**src/core/asr_pkg.sv**
```systemverilog
package asr_pkg;
  // pin widths of the memory in its two organisations
  localparam int ADDR_W = 22;          // single-bit words
  localparam int ADDR_W_WIDE = 20;     // four-bit words
  localparam int DATA_W = 4;
  localparam int CNT_W = 4;

  // clock period in picoseconds
  localparam int CLK_PERIOD_PS = 4000;
  localparam int PS_PER_NS = 1000;

  // device timing, nanoseconds as printed, fast and slow grade
  localparam int T_ACC_FAST_NS = 12;   // address / select access
  localparam int T_ACC_SLOW_NS = 15;
  localparam int T_OE_ACC_FAST_NS = 6; // output enable access
  localparam int T_OE_ACC_SLOW_NS = 7;
  localparam int T_WP_OE_HIGH_NS = 10; // write pulse with oe high
  localparam int T_SEL_SU_NS = 10;     // select low before write end
  localparam int T_DIS_FAST_NS = 6;    // output float after oe high
  localparam int T_DIS_SLOW_NS = 7;
  localparam int T_REC_NS = 1;         // write recovery
  localparam int T_DV_NS = 3;          // data valid after address change

  // least times round up to whole cycles, never below one
  function automatic int min_cycles(input int ns);
    int c;
    c = (ns * PS_PER_NS + CLK_PERIOD_PS - 1) / CLK_PERIOD_PS;
    return (c < 1) ? 1 : c;
  endfunction

  // synchroniser depth and the stage count before data is trusted
  localparam int SYNC_STAGES = 3;

  // idle pin levels
  localparam logic PIN_INACTIVE = 1'b1;
  localparam logic PIN_ACTIVE = 1'b0;
  localparam logic [CNT_W-1:0] CNT_ZERO = 4'h0;
  localparam logic [CNT_W-1:0] CNT_ONE = 4'h1;

  typedef enum logic [2:0] {
    ASR_IDLE = 3'b000,
    ASR_SETUP = 3'b001,
    ASR_WPULSE = 3'b010,
    ASR_WREC = 3'b011,
    ASR_RACC = 3'b100,
    ASR_RCAP = 3'b101,
    ASR_RFLOAT = 3'b110
  } asr_state_t;
endpackage

```
**src/core/asr_sync.sv**
```systemverilog
`timescale 1ns/1ps
// three-stage synchroniser; the output moves only when stages two and
// three agree, so a single unsettled sample is never taken
module asr_sync #(
  parameter int WIDTH = 4
) (
  input wire logic clk_in,
  input wire logic arst_n_in,
  input wire logic [WIDTH-1:0] async_in,
  output logic [WIDTH-1:0] sync_out,
  output logic stable_out
);
  logic [WIDTH-1:0] stage1;
  logic [WIDTH-1:0] stage2;
  logic [WIDTH-1:0] stage3;

  // capture chain; stage1 feeds stage2 only
  always_ff @(posedge clk_in or negedge arst_n_in) begin
    if (!arst_n_in) begin
      stage1 <= '0;
      stage2 <= '0;
      stage3 <= '0;
    end else begin
      stage1 <= async_in;
      stage2 <= stage1;
      stage3 <= stage2;
    end
  end

  // accepted value follows only on agreement
  always_ff @(posedge clk_in or negedge arst_n_in) begin
    if (!arst_n_in) begin
      sync_out <= '0;
      stable_out <= 1'b0;
    end else begin
      stable_out <= (stage2 == stage3);
      if (stage2 == stage3) begin
        sync_out <= stage3;
      end
    end
  end
endmodule // asr_sync

```
**src/core/asr_ctrl.sv**
```systemverilog
`timescale 1ns/1ps
module asr_ctrl
  import asr_pkg::*;
#(
  parameter bit FAST_GRADE = 1'b1,
  parameter int AW = ADDR_W,
  parameter int DW = DATA_W
) (
  input wire logic clk_in,
  input wire logic arst_n_in,
  // user side
  input wire logic req_in,
  input wire logic write_in,
  input wire logic wide_mode_in,
  input wire logic [AW-1:0] addr_in,
  input wire logic [DW-1:0] wdata_in,
  output logic ready_out,
  output logic rvalid_out,
  output logic [DW-1:0] rdata_out,
  output logic wdone_out,
  // memory pins
  output logic [AW-1:0] mem_addr_out,
  output logic mem_sel_n_out,
  output logic mem_we_n_out,
  output logic mem_oe_n_out,
  output logic [DW-1:0] mem_d_out,
  output logic width_select_out,
  input wire logic [DW-1:0] mem_q_in
);
  // per-grade figures in cycles
  localparam int ACC_NS = FAST_GRADE ? T_ACC_FAST_NS : T_ACC_SLOW_NS;
  localparam int OE_NS = FAST_GRADE ? T_OE_ACC_FAST_NS : T_OE_ACC_SLOW_NS;
  localparam int DIS_NS = FAST_GRADE ? T_DIS_FAST_NS : T_DIS_SLOW_NS;
  localparam int ACC_CYC = min_cycles(ACC_NS);
  localparam int OE_CYC = min_cycles(OE_NS);
  // oe is kept high in writes, so the shorter pulse applies
  localparam int WP_BASE = min_cycles(T_WP_OE_HIGH_NS);
  localparam int SEL_CYC = min_cycles(T_SEL_SU_NS);
  localparam int WP_CYC = (WP_BASE > SEL_CYC) ? WP_BASE : SEL_CYC;
  localparam int REC_CYC = min_cycles(T_REC_NS);
  localparam int DIS_CYC = min_cycles(DIS_NS);
  localparam int DV_CYC = min_cycles(T_DV_NS);
  // wait covers the slower of select and output enable access
  localparam int RD_WAIT = (ACC_CYC > OE_CYC) ? ACC_CYC : OE_CYC;
  localparam int RD_CYC = RD_WAIT + SYNC_STAGES;
  localparam logic [CNT_W-1:0] WP_CNT = CNT_W'(WP_CYC);
  localparam logic [CNT_W-1:0] REC_CNT = CNT_W'(REC_CYC);
  localparam logic [CNT_W-1:0] RD_CNT = CNT_W'(RD_CYC);
  localparam logic [CNT_W-1:0] DIS_CNT = CNT_W'(DIS_CYC);
  localparam logic [CNT_W-1:0] DV_CNT = CNT_W'(DV_CYC);

  asr_state_t state;
  asr_state_t next_state;
  logic [CNT_W-1:0] cnt;
  logic [CNT_W-1:0] next_cnt;
  logic op_write;
  logic [DW-1:0] q_sync;
  logic q_stable;
  logic cnt_done;

  assign cnt_done = (cnt == CNT_ZERO);

  // returned data passes the three-stage synchroniser
  asr_sync #(
    .WIDTH(DW)
  ) u_q_sync (
    .clk_in(clk_in),
    .arst_n_in(arst_n_in),
    .async_in(mem_q_in),
    .sync_out(q_sync),
    .stable_out(q_stable)
  );

  // requests are taken only in idle, so address holds for a whole access
  assign ready_out = (state == ASR_IDLE);

  // next state and counter
  always_comb begin
    next_state = state;
    next_cnt = cnt;
    if (!cnt_done) begin
      next_cnt = cnt - CNT_ONE;
    end
    unique case (state)
      ASR_IDLE: begin
        if (req_in) begin
          next_state = ASR_SETUP;
        end
      end
      ASR_SETUP: begin
        if (op_write) begin
          next_state = ASR_WPULSE;
          next_cnt = WP_CNT - CNT_ONE;
        end else begin
          next_state = ASR_RACC;
          next_cnt = RD_CNT - CNT_ONE;
        end
      end
      ASR_WPULSE: begin
        if (cnt_done) begin
          next_state = ASR_WREC;
          next_cnt = REC_CNT - CNT_ONE;
        end
      end
      ASR_WREC: begin
        if (cnt_done) begin
          next_state = ASR_IDLE;
        end
      end
      ASR_RACC: begin
        if (cnt_done) begin
          next_state = ASR_RCAP;
        end
      end
      ASR_RCAP: begin
        if (q_stable) begin
          next_state = ASR_RFLOAT;
          next_cnt = (DIS_CNT > DV_CNT) ? DIS_CNT : DV_CNT;
        end
      end
      ASR_RFLOAT: begin
        if (cnt_done) begin
          next_state = ASR_IDLE;
        end
      end
      default: begin
        next_state = ASR_IDLE;
      end
    endcase
  end

  // state register
  always_ff @(posedge clk_in or negedge arst_n_in) begin
    if (!arst_n_in) begin
      state <= ASR_IDLE;
      cnt <= CNT_ZERO;
    end else begin
      state <= next_state;
      cnt <= next_cnt;
    end
  end

  // request capture: address, data, direction held until idle again
  always_ff @(posedge clk_in or negedge arst_n_in) begin
    if (!arst_n_in) begin
      op_write <= 1'b0;
      mem_addr_out <= '0;
      mem_d_out <= '0;
    end else if (state == ASR_IDLE && req_in) begin
      op_write <= write_in;
      mem_addr_out <= addr_in;
      mem_d_out <= wdata_in;
    end
  end

  // organisation pin changes only while the memory is deselected
  always_ff @(posedge clk_in or negedge arst_n_in) begin
    if (!arst_n_in) begin
      width_select_out <= 1'b0;
    end else if (state == ASR_IDLE) begin
      width_select_out <= wide_mode_in;
    end
  end

  // select is low only in an access; idle stays deselected for low power
  always_ff @(posedge clk_in or negedge arst_n_in) begin
    if (!arst_n_in) begin
      mem_sel_n_out <= PIN_INACTIVE;
    end else begin
      unique case (next_state)
        ASR_WPULSE, ASR_RACC, ASR_RCAP: begin
          mem_sel_n_out <= PIN_ACTIVE;
        end
        default: begin
          mem_sel_n_out <= PIN_INACTIVE;
        end
      endcase
    end
  end

  // write enable falls together with select and rises with it
  always_ff @(posedge clk_in or negedge arst_n_in) begin
    if (!arst_n_in) begin
      mem_we_n_out <= PIN_INACTIVE;
    end else begin
      mem_we_n_out <= (next_state == ASR_WPULSE) ? PIN_ACTIVE
                                                  : PIN_INACTIVE;
    end
  end

  // output enable only in reads, never during a write
  always_ff @(posedge clk_in or negedge arst_n_in) begin
    if (!arst_n_in) begin
      mem_oe_n_out <= PIN_INACTIVE;
    end else begin
      mem_oe_n_out <= (next_state == ASR_RACC || next_state == ASR_RCAP)
                      ? PIN_ACTIVE : PIN_INACTIVE;
    end
  end

  // read data capture; narrow mode returns bit zero only
  always_ff @(posedge clk_in or negedge arst_n_in) begin
    if (!arst_n_in) begin
      rdata_out <= '0;
      rvalid_out <= 1'b0;
    end else begin
      rvalid_out <= 1'b0;
      if (state == ASR_RCAP && q_stable) begin
        rvalid_out <= 1'b1;
        if (width_select_out) begin
          rdata_out <= q_sync;
        end else begin
          rdata_out <= {{(DW-1){1'b0}}, q_sync[0]};
        end
      end
    end
  end

  // write completion pulse at the end of recovery
  always_ff @(posedge clk_in or negedge arst_n_in) begin
    if (!arst_n_in) begin
      wdone_out <= 1'b0;
    end else begin
      wdone_out <= (state == ASR_WREC) && cnt_done;
    end
  end
endmodule // asr_ctrl

```
**config.mk**
```make
export PLATFORM = sky130hd
export DESIGN_NAME = asr_ctrl
export DESIGN_NICKNAME = d
export VERILOG_FILES = /design/src/core/asr_pkg.sv /design/src/core/asr_sync.sv /design/src/core/asr_ctrl.sv
export SDC_FILE = /design/constraint.sdc
export NUM_CORES = 1
export LEC_CHECK = 0
export BUFFER_PORTS_ARGS = -buffer_cell sky130_fd_sc_hd__buf_2
export CORE_ASPECT_RATIO = 0.8
export CORE_MARGIN = 8
export CORE_UTILIZATION = 55
export DETAILED_ROUTE_END_ITERATION = 8
export PLACE_DENSITY_LB_ADDON = 0.12
export SLEW_MARGIN = 20
export SYNTH_ARGS = -nofsm -noshare
export SYNTH_HDL_FRONTEND = slang
export SYNTH_SLANG_ARGS = --single-unit
```
**constraint.sdc**
```tcl
create_clock -name clk_in -period 2.55 [get_ports clk_in]
set_input_delay 0.51 -clock clk_in [delete_from_list [all_inputs] [get_ports clk_in]]
set_output_delay 0.51 -clock clk_in [all_outputs]
set_load 0.01 [all_outputs]
```
Word-level counts from Yosys, hierarchy flattened
Cells that the tools add are included.
- register bits: 61
- bits of input ports: 35
- output and inout bits: 37
- word-level logic and storage cells: 53
- add/subtract/negate cells: 1
- eq/ne operators: 10
- muxes and demuxes: 17
- reductions and logical operators: 8
- operator list (kind ; count):
    $mux 3 ; 7
    $pmux 3 s6 ; 1
    $mux 4 ; 4
    $eq 3x3->1 const B ; 5
    $pmux 4 s3 ; 1
    $eq 3x2->1 const B ; 3
    $eq 4x4->1 ; 1
    $logic_not 4->1 ; 1
    $mux 1 ; 4
    $sub 4x1->4 const B ; 1
    $eq 3x1->1 const B ; 1
    $logic_and 1x1->1 ; 3
    $logic_not 3->1 ; 1
    $reduce_or 3->1 ; 1
    $reduce_or 2->1 ; 1
    $logic_or 1x1->1 ; 1

Depth between registers and ports, before layout
Gate-level depths: netlist of run 1.
- depth in word-level cells: 6
- mapped depth: 8
- gate-level depth less buffers: 8

By module
From an unflattened synthesis of run 1, not the netlist that was laid out.
- cells, all modules: 172
- area, all modules: 2421.1 um^2
- by module, submodules not included (module ; instances ; cells an instance ; area each (um^2) ; sequential area each (um^2)):
    asr_ctrl ; 1 ; 145 ; 1899.3 ; 1104.8
    asr_sync ; 1 ; 27 ; 521.8 ; 425.4

Least setup slack after synthesis of run 1
OpenSTA, ideal clock, no wires.
- kind: flip-flop to flip-flop
- start: register cnt[0]
- end: register cnt[0]
- setup time: 132 ps
- arrival time: 1614 ps
- slack: 804 ps
- cell stages (with the launch flop): 9
- clock period less this slack: 1746 ps
- path through: dfrtp_1 -> inv_1 -> ha_1 -> nor3b_4 -> inv_1 -> ha_1 -> nor2b_1 -> o21ai_0 -> o211ai_1
- cells in the longest elaborated chain, start to end: 4
- elaborated cells on any way between the ends: 6
- classes of those cells: add/sub: 1; mux: 4; reduce/logical: 1
- RTL lines (element ; line ; RTL):
    start: declaration ; asr_ctrl.sv:54 ; logic [CNT_W-1:0] cnt;
    start signal: assignment ; asr_ctrl.sv:139 ; cnt <= next_cnt;
    $sub 4x1->4 / $logic_not 4->1 (equally long branches) ; asr_ctrl.sv:82, asr_ctrl.sv:61 ;
    $mux 4 ; asr_ctrl.sv:81 ; if (!cnt_done) begin
    $mux 4 (on tied branches) ; asr_ctrl.sv:116, asr_ctrl.sv:100 ;
    $pmux 4 s3 (*) ; asr_ctrl.sv:84 ; unique case (state)
    named net next_cnt[0] ; asr_ctrl.sv:55 ; logic [CNT_W-1:0] next_cnt;
The timed path passes the listed nets; every way through them passes the cells marked *.
A chain may end at the register's enable or synchronous reset.

Final worst setup path of run 1
- start: register state[2]
- end: output ready_out
- cells in the longest elaborated chain, start to end: 1
- RTL lines (element ; line ; RTL):
    start: declaration ; asr_ctrl.sv:52 ; asr_state_t state;
    start signal: assignment ; asr_ctrl.sv:138 ; state <= next_state;
    $logic_not 3->1 ; asr_ctrl.sv:75 ; assign ready_out = (state == ASR_IDLE);
    end: declaration ; asr_ctrl.sv:17 ; output logic ready_out,
No other way between the ends.

==> results of run 1 <==
cell usage after synthesis (all sizes together), types with 3 or more instances:
cell type	number	share of area, %
a21oi	4	0.82
buf	7	3.0
dfrtp	58	59
dfstp	3	3.2
inv	8	1.2
mux2	32	15
nand2	10	1.5
nand2b	6	1.5
nor2	5	0.77
nor2b	4	1.0
nor3	4	0.82
o21ai	6	1.2
xnor2	4	1.4
worst paths after layout:
| kind | start | slack, ps | endpoint |
|---|---|---|---|
| min in group clk_in | mem_q_in[0] | 280 | u_q_sync.stage1[0] |
| max reg2reg | cnt[0] | 610 | cnt[0] |
| min | arst_n_in | 100 | u_q_sync.stage1[0] |
| max in group asynchronous | arst_n_in | 1770 | mem_we_n_out |
| min reg2reg | u_q_sync.stage1[3] | 350 | u_q_sync.stage2[3] |
| max | state[2] | 580 | ready_out |
sequential cells by signal, indices dropped and copies added (netlist names):
signal / cells
cnt: 4
u_q_sync.sync_out: 4
width_select_out: 1
mem_oe_n_out: 1
u_q_sync.stage3: 4
mem_we_n_out: 1
u_q_sync.stage2: 4
state: 3
rdata_out: 4
wdone_out: 1
op_write: 1
mem_sel_n_out: 1
mem_addr_out: 22
mem_d_out: 4
u_q_sync.stable_out: 1
rvalid_out: 1
u_q_sync.stage1: 4
final cells by class:
cell class | count | area, um^2 | area share [%]
clock buffer | 10 | 137.6 | 4.501
clock inverter | 6 | 86.33 | 2.823
inverter | 8 | 30.03 | 0.9820
multi-input combinational | 99 | 824.5 | 26.96
sequential | 61 | 1530 | 50.04
tap | 57 | 71.32 | 2.332
timing repair buffer | 74 | 377.9 | 12.36
worst reg2reg max path, stage by stage, from the launching register on:
cell and delay (ps):
dfrtp_1 380, inv_1 80, ha_1 210, nor3b_4 380, inv_1 150, ha_1 320
nor2b_1 40, o21ai_0 150, o211ai_1 100
where the power goes:
part	total, mW	switching [mW]	internal (mW)
Combinational	1.12	0.526	0.592
Clock	0.939	0.364	0.575
Sequential	1.59	0.257	1.33
Total	3.64	1.15	2.50
layer usage:
layer  up-vias  GRT usage, %  share of wire, %
met3         5         7.579               8.4
met4         0         6.066              0.92
met2        45         24.01                49
met5         -             0                 0
met1       763         15.53                42
li1        766             -                 -
through the flow:
step           hold slack, ps  worst slack (ps)  instance area, um^2
2_1_floorplan           214.4             803.7                 2450
3_3_place_gp            331.3             689.9                 2834
3_5_place_dp            335.6             640.6                 2834
4_1_cts                 96.70             569.5                 3058
5_1_grt                 127.6             406.1                 3058
6_report                96.81             577.4                 3058
cell families after synthesis:
kind of cell             count (synthesis)  synth area share (%)
AND/OR/NAND/NOR                         37                 9.092
buffers and inverters                   15                 4.239
flip-flops                              61                 62.46
XOR/XNOR                                 4                 1.430
adder cells (fa/ha/maj)                  2                 1.021
multiplexers                            34                 15.53
AO/OA/AOI/OAI                           22                 6.232
==> flow_metrics.env, run 1 <==
export IMPL_grt_start_max_net_pins=29
export IMPL_ys_seq_area_share_pct=62.46
export IMPL_drt_wl_total_um=4583
export IMPL_h_tree_depth=3
export IMPL_finalSetupTns_ps=0
export IMPL_synth_seq_cells=61
export IMPL_numCtsBuffers=9
export IMPL_fmax_mhz=506.9
export IMPL_r2r_cells=8
export IMPL_grt_pass1_wl_um=7769
export IMPL_cts_tree="yes"
export IMPL_cts_root_buffer="clkbuf_8"
export IMPL_portBuffers=71
export IMPL_crit_path_max_incr_delay_ps=610
export IMPL_path_class="reg2out"
export IMPL_detail_route_wl_per_cell_um=14.55
export IMPL_antenna_found_initial=0
export IMPL_critPathRequiredTime_ps=2040
export IMPL_row_count=21
export IMPL_hold_class="in2async"
export IMPL_syn_area_um2=2450
export IMPL_final_core_util_pct=72.29
export IMPL_synthFlopType="dfrtp_1"
export IMPL_clk_pin_slew_ps=70
export IMPL_ant_nets=0
export IMPL_path_cells="nor3_1 -> buf_2"
export IMPL_period_share_pct=77.36
export IMPL_die_area_um2=6859
export IMPL_clock_sinks=61
export IMPL_finClkSkew_ps=5.023
export IMPL_setup_violations_final=0
export IMPL_power_leakage_nw=1.485
export IMPL_grt_pass1_vias=1706
export IMPL_async_flop_share_pct=100.0
export IMPL_finalCriticalPeriod_ps=1973
export IMPL_nets=290
export IMPL_die_w_um=90.62
export IMPL_gp_congestion=0.7724
export IMPL_dieHeight_um=75.70
export IMPL_cts_setup_buffers=0
export IMPL_routed_via_count=1579
export IMPL_rsz0062_at_grt="false"
export IMPL_synth_fp_nets=212
export IMPL_finalHoldViolations=0
export IMPL_p_per_area_nw_per_um2=1192
export IMPL_core_region_area_um2=4230
export IMPL_clk_path_buf_depth=2
export IMPL_synthToLayoutAreaGrowth_pct=24.82
export IMPL_layout_cells_non_filler=315
export IMPL_critical_path_depth=2
export IMPL_cts_repair_resized=0
export IMPL_overflow=0
export IMPL_fillerInstances=303
export IMPL_insertedDiodeCount=0
export IMPL_final_common_cell="buf_2"
export IMPL_status="finished clean"
export IMPL_total_power_mw=3.644
export IMPL_ctsHoldBuffers=0
export IMPL_worstPathArrival_ps=1460
export IMPL_worstMarginPinSlew_ps=629.3
export IMPL_ios=72
export IMPL_drc=0
export IMPL_initial_core_util_pct=57.91
export IMPL_cp_top_family="flip-flops"
export IMPL_synth_area_per_cell_um2=14.00
export IMPL_insertion_delay_ps=330
export IMPL_end_kind="output pin"
export IMPL_ys_warn_count=0
export IMPL_ir_drop_mv=0.6945
export IMPL_first_iter_violations=67
export IMPL_critPathMaxFanout=21
export IMPL_crit_buf_inv=1
export IMPL_dp_cells=299
export IMPL_drv_cap=0
export IMPL_drv_slew=0
export IMPL_first_pass_iters=4
export IMPL_critPathSlowestCell="dfrtp_1"
export IMPL_yosysUniqueCellTypes=38
export IMPL_syn_inst=175
export IMPL_maxSlewHeadroom_pct=58.05
export IMPL_synth_edf_count=0
export IMPL_critPathLaunchType="register"
export IMPL_final_cell_mix="buf_2, dfrtp_1, mux2_2, nand2_1, clkbuf_8"
export IMPL_grt_usage_pct=14.47
export IMPL_post_dp_hpwl_um=3370
export IMPL_viasPerCell=5.013
export IMPL_layout_drive_gt1_share_pct=49.61
Power figures use the tool's default switching activity.
==> run 2, diff against run 1 <==
Settings changed: CORE_UTILIZATION 55 to 46.
Clock period 2.55 ns to 1.7 ns, I/O delays scaled along.
==> run 2 against run 1 <==
Compared with the run above: core utilization down 8.9 points; register-to-register slack worse by 500 ps; design area up 5.0%; setup slack worse by 490 ps; clock power up 52%; non-clock buffer count up 12; count of clock-buffer cells in the layout up 2; global-route usage down 0.76 points; sequential power up 45%; via count up 4.7%; sequential share of layout area down 2.4 points; die area up 16%.
==> flow_metrics.env, run 2 (synthesis gave the netlist of run 1 again) <==
export IMPL_grt_start_max_net_pins=25
export IMPL_setup_violations_final=0
export IMPL_grt_usage_pct=13.72
export IMPL_clk_path_buf_depth=2
export IMPL_drv_slew=0
export IMPL_ant_nets=0
export IMPL_path_class="reg2out"
export IMPL_detail_route_wl_per_cell_um=15.25
export IMPL_clk_pin_slew_ps=60
export IMPL_die_area_um2=7932
export IMPL_first_iter_violations=41
export IMPL_fin_hold_ws_ps=117.7
export IMPL_row_count=23
export IMPL_end_kind="output pin"
export IMPL_layout_drive_gt1_share_pct=52.79
export IMPL_setup_worst_path_start="state[0]"
export IMPL_largest_reg_flops=22
export IMPL_maxSlewHeadroom_pct=64.30
export IMPL_switchingPower_mw=1.792
export IMPL_finClkSkew_ps=6.980
export IMPL_final_cell_mix="buf_2, dfrtp_1, mux2_2, buf_4, clkbuf_8"
export IMPL_pwr_share_seq_pct=40.1
export IMPL_synthToLayoutAreaGrowth_pct=31.00
export IMPL_ir_drop_mv=1.110
export IMPL_p_per_area_nw_per_um2=1790
export IMPL_grt_pass1_vias=1787
export IMPL_portBuffers=71
export IMPL_grt_pass1_wl_um=8562
export IMPL_total_power_mw=5.743
export IMPL_critPathLaunchType="register"
export IMPL_finalSetupTns_ps=0
export IMPL_clockPowerShare_pct=24.8
export IMPL_worstPathArrival_ps=1270
export IMPL_die_w_um=97.59
export IMPL_insertion_delay_ps=320
export IMPL_intPower_mw=3.951
export IMPL_min_from="mem_q_in[0]"
export IMPL_setup_ws_ps=92.07
export IMPL_rsz0062_at_grt="false"
export IMPL_place_ws_ps=-3.151
export IMPL_numCtsBuffers=9
export IMPL_gp_congestion=0.8075
export IMPL_ios=72
export IMPL_cts_root_buffer="clkbuf_8"
export IMPL_drc=0
export IMPL_core_region_area_um2=5065
export IMPL_comb_power_share_pct=35.1
export IMPL_critPathMaxFanout=13
export IMPL_status="finished clean"
export IMPL_power_leakage_nw=1.550
export IMPL_first_pass_iters=4
export IMPL_clock_sinks=61
export IMPL_viasPerCell=4.997
export IMPL_antenna_found_initial=0
export IMPL_initial_core_util_pct=48.37
export IMPL_p_sw_share_pct=31.21
export IMPL_final_common_cell="buf_2"
export IMPL_nets=302
export IMPL_h_tree_depth=3
export IMPL_reg2reg_from="cnt[0]"
export IMPL_drv_cap=0
export IMPL_top_register="mem_addr_out"
export IMPL_worstMarginPinSlew_ps=535.4
export IMPL_fillerInstances=414
export IMPL_finalHoldViolations=0
export IMPL_insertedDiodeCount=0
export IMPL_fmax_mhz=621.9
export IMPL_period_share_pct=94.58
export IMPL_overflow=0
export IMPL_finalCriticalPeriod_ps=1608
export IMPL_hold_class="in2reg"
export IMPL_critPathRequiredTime_ps=1360
export IMPL_routed_via_count=1654
export IMPL_dieHeight_um=81.28
export IMPL_drt_wl_total_um=5047
export IMPL_post_dp_hpwl_um=3711
export IMPL_cts_tree="yes"
## run 2: cell types whose count changed in the layout (fill, tap and decap cells not counted), sizes merged
cell / before / now
buf: 74 / 85
clkbuf: 10 / 12
clkinv: 3 / 1
clkinvlp: 1 / 0
dlygate4sd3: 0 / 1
## run 2: critical path, cell delays in order, from the launching register on
cell and delay [ps]:
dfrtp_1 420, buf_6 170, nor3_4 200, buf_2 160
## run 2: area by class of cell
class / instances / area, um^2 / area share, %
clock buffers: 12 / 155.1 / 4.834
clock inverters: 3 / 68.82 / 2.144
inverters: 8 / 30.03 / 0.9357
multi-input cells: 99 / 860.8 / 26.82
flip-flops and latches: 61 / 1530 / 47.68
well taps: 62 / 77.57 / 2.417
repair buffers: 86 / 486.7 / 15.17
## run 2: what timing repair did
action                                  CTS  global route
gates resized for setup                   2             5
endpoints found under the hold margin    13             0
pin swaps                                 1             0
buffers inserted                          1             4
hold buffers                              1             0
endpoints found under the setup margin    2             2
## run 2: worst paths after layout
kind                                         to  slack (ps)  cells past startpoint
max                                   ready_out          90                      3
min                          u_q_sync.stage1[0]         120                      1
max reg2reg                            state[0]         110                      6
min reg2reg                  u_q_sync.stage2[2]         350                      0
max in group asynchronous    u_q_sync.stage2[1]         640                      3
min in group asynchronous  u_q_sync.sync_out[0]         520                      2
## run 2: routing by layer
layer | vias to the layer above | track usage [%] | wire, um
met4 | 0 | 4.525 | 29
li1 | 791 | - | -
met1 | 799 | 15.46 | 2116
met3 | 4 | 8.644 | 495
met5 | - | 0 | 0
met2 | 60 | 21.11 | 2406
## run 2: stage by stage
step | instances | instance area, um^2 | util, %
after global placement | 310 | 2900 | 57.26
after CTS | 327 | 3153 | 62.25
after global routing | 331 | 3209 | 63.36
final | 331 | 3209 | 63.36
after floorplan | 175 | 2452 | -
after detailed placement | 310 | 2900 | 57.26
## run 2: power by group through the flow
stage                     combinational, mW  clock, mW  sequential [mW]
after CTS                              1.91       1.48             2.31
after global routing                   2.23       1.55             2.39
after global placement                 1.85          0             2.31
after floorplan                       0.959          0             2.49
after detailed placement               1.88          0             2.32
final                                  2.01       1.43             2.30
==> run 3, diff against run 2 <==
Settings changed: CTS_BUF_LIST from default to sky130_fd_sc_hd__clkbuf_16, PLACE_DENSITY from default to 0.83, PLACE_DENSITY_LB_ADDON 0.12 to default, SETUP_SLACK_MARGIN from default to 0.05.
==> run 3 against run 2 <==
Compared with the run above: final cell count unchanged; die area did not move; sequential share of layout area fell by 1.9 points; core utilization rose by 2.6 points; hold slack lost 3.3 ps; critical endpoint is now cnt[0].
==> flow_metrics.env, run 3 (synthesis gave the netlist of run 1 again) <==
export IMPL_power_leakage_nw=1.600
export IMPL_viasPerCell=5.057
export IMPL_drc=0
export IMPL_ant_nets=0
export IMPL_drv_slew=0
export IMPL_status="finished clean"
export IMPL_critPathMaxFanout=4
export IMPL_layout_cells_non_filler=331
export IMPL_intPower_mw=4.395
export IMPL_final_cell_mix="buf_2, dfrtp_1, mux2_2, nand2_1, clkbuf_16"
export IMPL_critPathLaunchType="register"
export IMPL_final_common_cell="buf_2"
export IMPL_clk_path_buf_depth=2
export IMPL_die_area_um2=7932
export IMPL_drt_wl_total_um=5133
export IMPL_core_region_area_um2=5065
export IMPL_routed_via_count=1674
export IMPL_clk_pin_slew_ps=60
export IMPL_row_count=23
export IMPL_worstMarginPinSlew_ps=502.8
export IMPL_clockPowerShare_pct=31.1
export IMPL_drv_cap=0
export IMPL_p_sw_share_pct=31.06
export IMPL_top_register="mem_addr_out"
export IMPL_detail_route_wl_per_cell_um=15.51
export IMPL_setup_violations_final=0
export IMPL_initial_core_util_pct=48.37
export IMPL_hold_class="in2reg"
export IMPL_worstPathArrival_ps=1830
export IMPL_post_dp_hpwl_um=3717
export IMPL_comb_power_share_pct=32.9
export IMPL_grt_usage_pct=13.41
export IMPL_dp_cells=309
export IMPL_first_pass_iters=4
export IMPL_finalCriticalPeriod_ps=1644
export IMPL_end_kind="register"
export IMPL_crit_path_max_incr_delay_ps=380
export IMPL_first_iter_violations=31
export IMPL_antenna_found_initial=0
export IMPL_path_cells="inv_2 -> ha_4 -> nor3b_4 -> inv_2 -> ha_4 -> nor2b_1 -> o21ai_1 -> o211ai_1"
export IMPL_numCtsBuffers=9
export IMPL_cts_root_buffer="clkbuf_16"
export IMPL_critPathRequiredTime_ps=1890
export IMPL_fmax_mhz=608.2
export IMPL_h_tree_depth=3
export IMPL_cts_tree="yes"
export IMPL_synthToLayoutAreaGrowth_pct=36.36
export IMPL_clock_sinks=61
export IMPL_switchingPower_mw=1.980
export IMPL_insertedDiodeCount=0
export IMPL_critPathSlowestCell="dfrtp_1"
export IMPL_ios=72
export IMPL_dieHeight_um=81.28
export IMPL_nets=301
export IMPL_final_core_util_pct=65.96
export IMPL_ir_drop_mv=1.091
export IMPL_grt_pass1_vias=1792
export IMPL_period_share_pct=96.73
export IMPL_insertion_delay_ps=330
export IMPL_layout_drive_gt1_share_pct=53.53
export IMPL_largest_reg_flops=22
export IMPL_finalHoldViolations=0
export IMPL_overflow=0
export IMPL_portBuffers=71
export IMPL_gp_congestion=0.8368
export IMPL_total_power_mw=6.375
export IMPL_p_per_area_nw_per_um2=1908
export IMPL_die_w_um=97.59
export IMPL_path_class="reg2reg"
export IMPL_rsz0062_at_grt="true"
export IMPL_grt_pass1_wl_um=8321
export IMPL_grt_start_max_net_pins=28
export IMPL_pwr_share_seq_pct=36.0
export IMPL_maxSlewHeadroom_pct=66.48
export IMPL_finClkSkew_ps=8.337
[run 3: worst paths after layout]
| check | from | end | slack (ps) | cells past startpoint |
|---|---|---|---|---|
| max | cnt[0] | cnt[0] | 60 | 8 |
| min reg2reg | u_q_sync.stage1[3] | u_q_sync.stage2[3] | 350 | 0 |
| max reg2reg | cnt[0] | cnt[0] | 60 | 8 |
| min | mem_q_in[0] | u_q_sync.stage1[0] | 110 | 1 |
| max in group asynchronous | arst_n_in | mem_sel_n_out | 640 | 3 |
| min in group asynchronous | arst_n_in | mem_addr_out[18] | 520 | 2 |
[run 3: worst max-delay path: cells and delay by family, from the launching register on]
kind,cells,cell delay [ps]
flip-flops,1,380
AND/OR/NAND/NOR,2,270
AO/OA/AOI/OAI,2,250
buffers and inverters,2,190
adder cells (fa/ha/maj),2,420
[run 3: final cells by class]
type	instances	area [um^2]
inverters	8	30.03
fillers	391	1724
clock buffers	9	225.2
clock inverters	7	105.1
multi-input cells	99	860.8
well taps	62	77.57
flip-flops and latches	61	1530
repair buffers	85	511.7
[run 3: layer usage]
layer / wire length (um) / global-route usage (%) / part of all wire [%]
met1: 1970 / 13.73 / 38
met2: 2426 / 20.64 / 47
met3: 618 / 8.983 / 12
met4: 118 / 7.541 / 2.3
met5: 0 / 0 / 0
[run 3: through the flow]
stage                     setup WS [ps]  hold slack (ps)  instance area [um^2]  TNS [ps]
after global placement            158.1            317.9                  2940         0
after detailed placement          76.29            336.3                  2940         0
after CTS                         50.99            103.6                  3299         0
after global routing             -14.17            104.1                  3341    -14.17
final                             55.67            114.4                  3341         0
after floorplan                   56.41            44.41                  2475         0
[run 3: power by group through the flow]
| stage | clock [mW] | sequential (mW) | combinational, mW |
|---|---|---|---|
| after floorplan | 0 | 2.49 | 1.01 |
| after global placement | 0 | 2.30 | 1.87 |
| after detailed placement | 0 | 2.33 | 1.96 |
| after CTS | 2.03 | 2.31 | 2.00 |
| after global routing | 2.10 | 2.37 | 2.30 |
| final | 1.98 | 2.29 | 2.10 |
[run 3: what timing repair did]
item / 4_1_cts / 5_1_grt
setup buffers: 0 / 5
hold endpoints to repair: 16 / 0
hold buffers: 1 / 0
endpoints found under the setup margin: 1 / 3
pin swaps: 1 / 5
gates resized for setup: 4 / 1
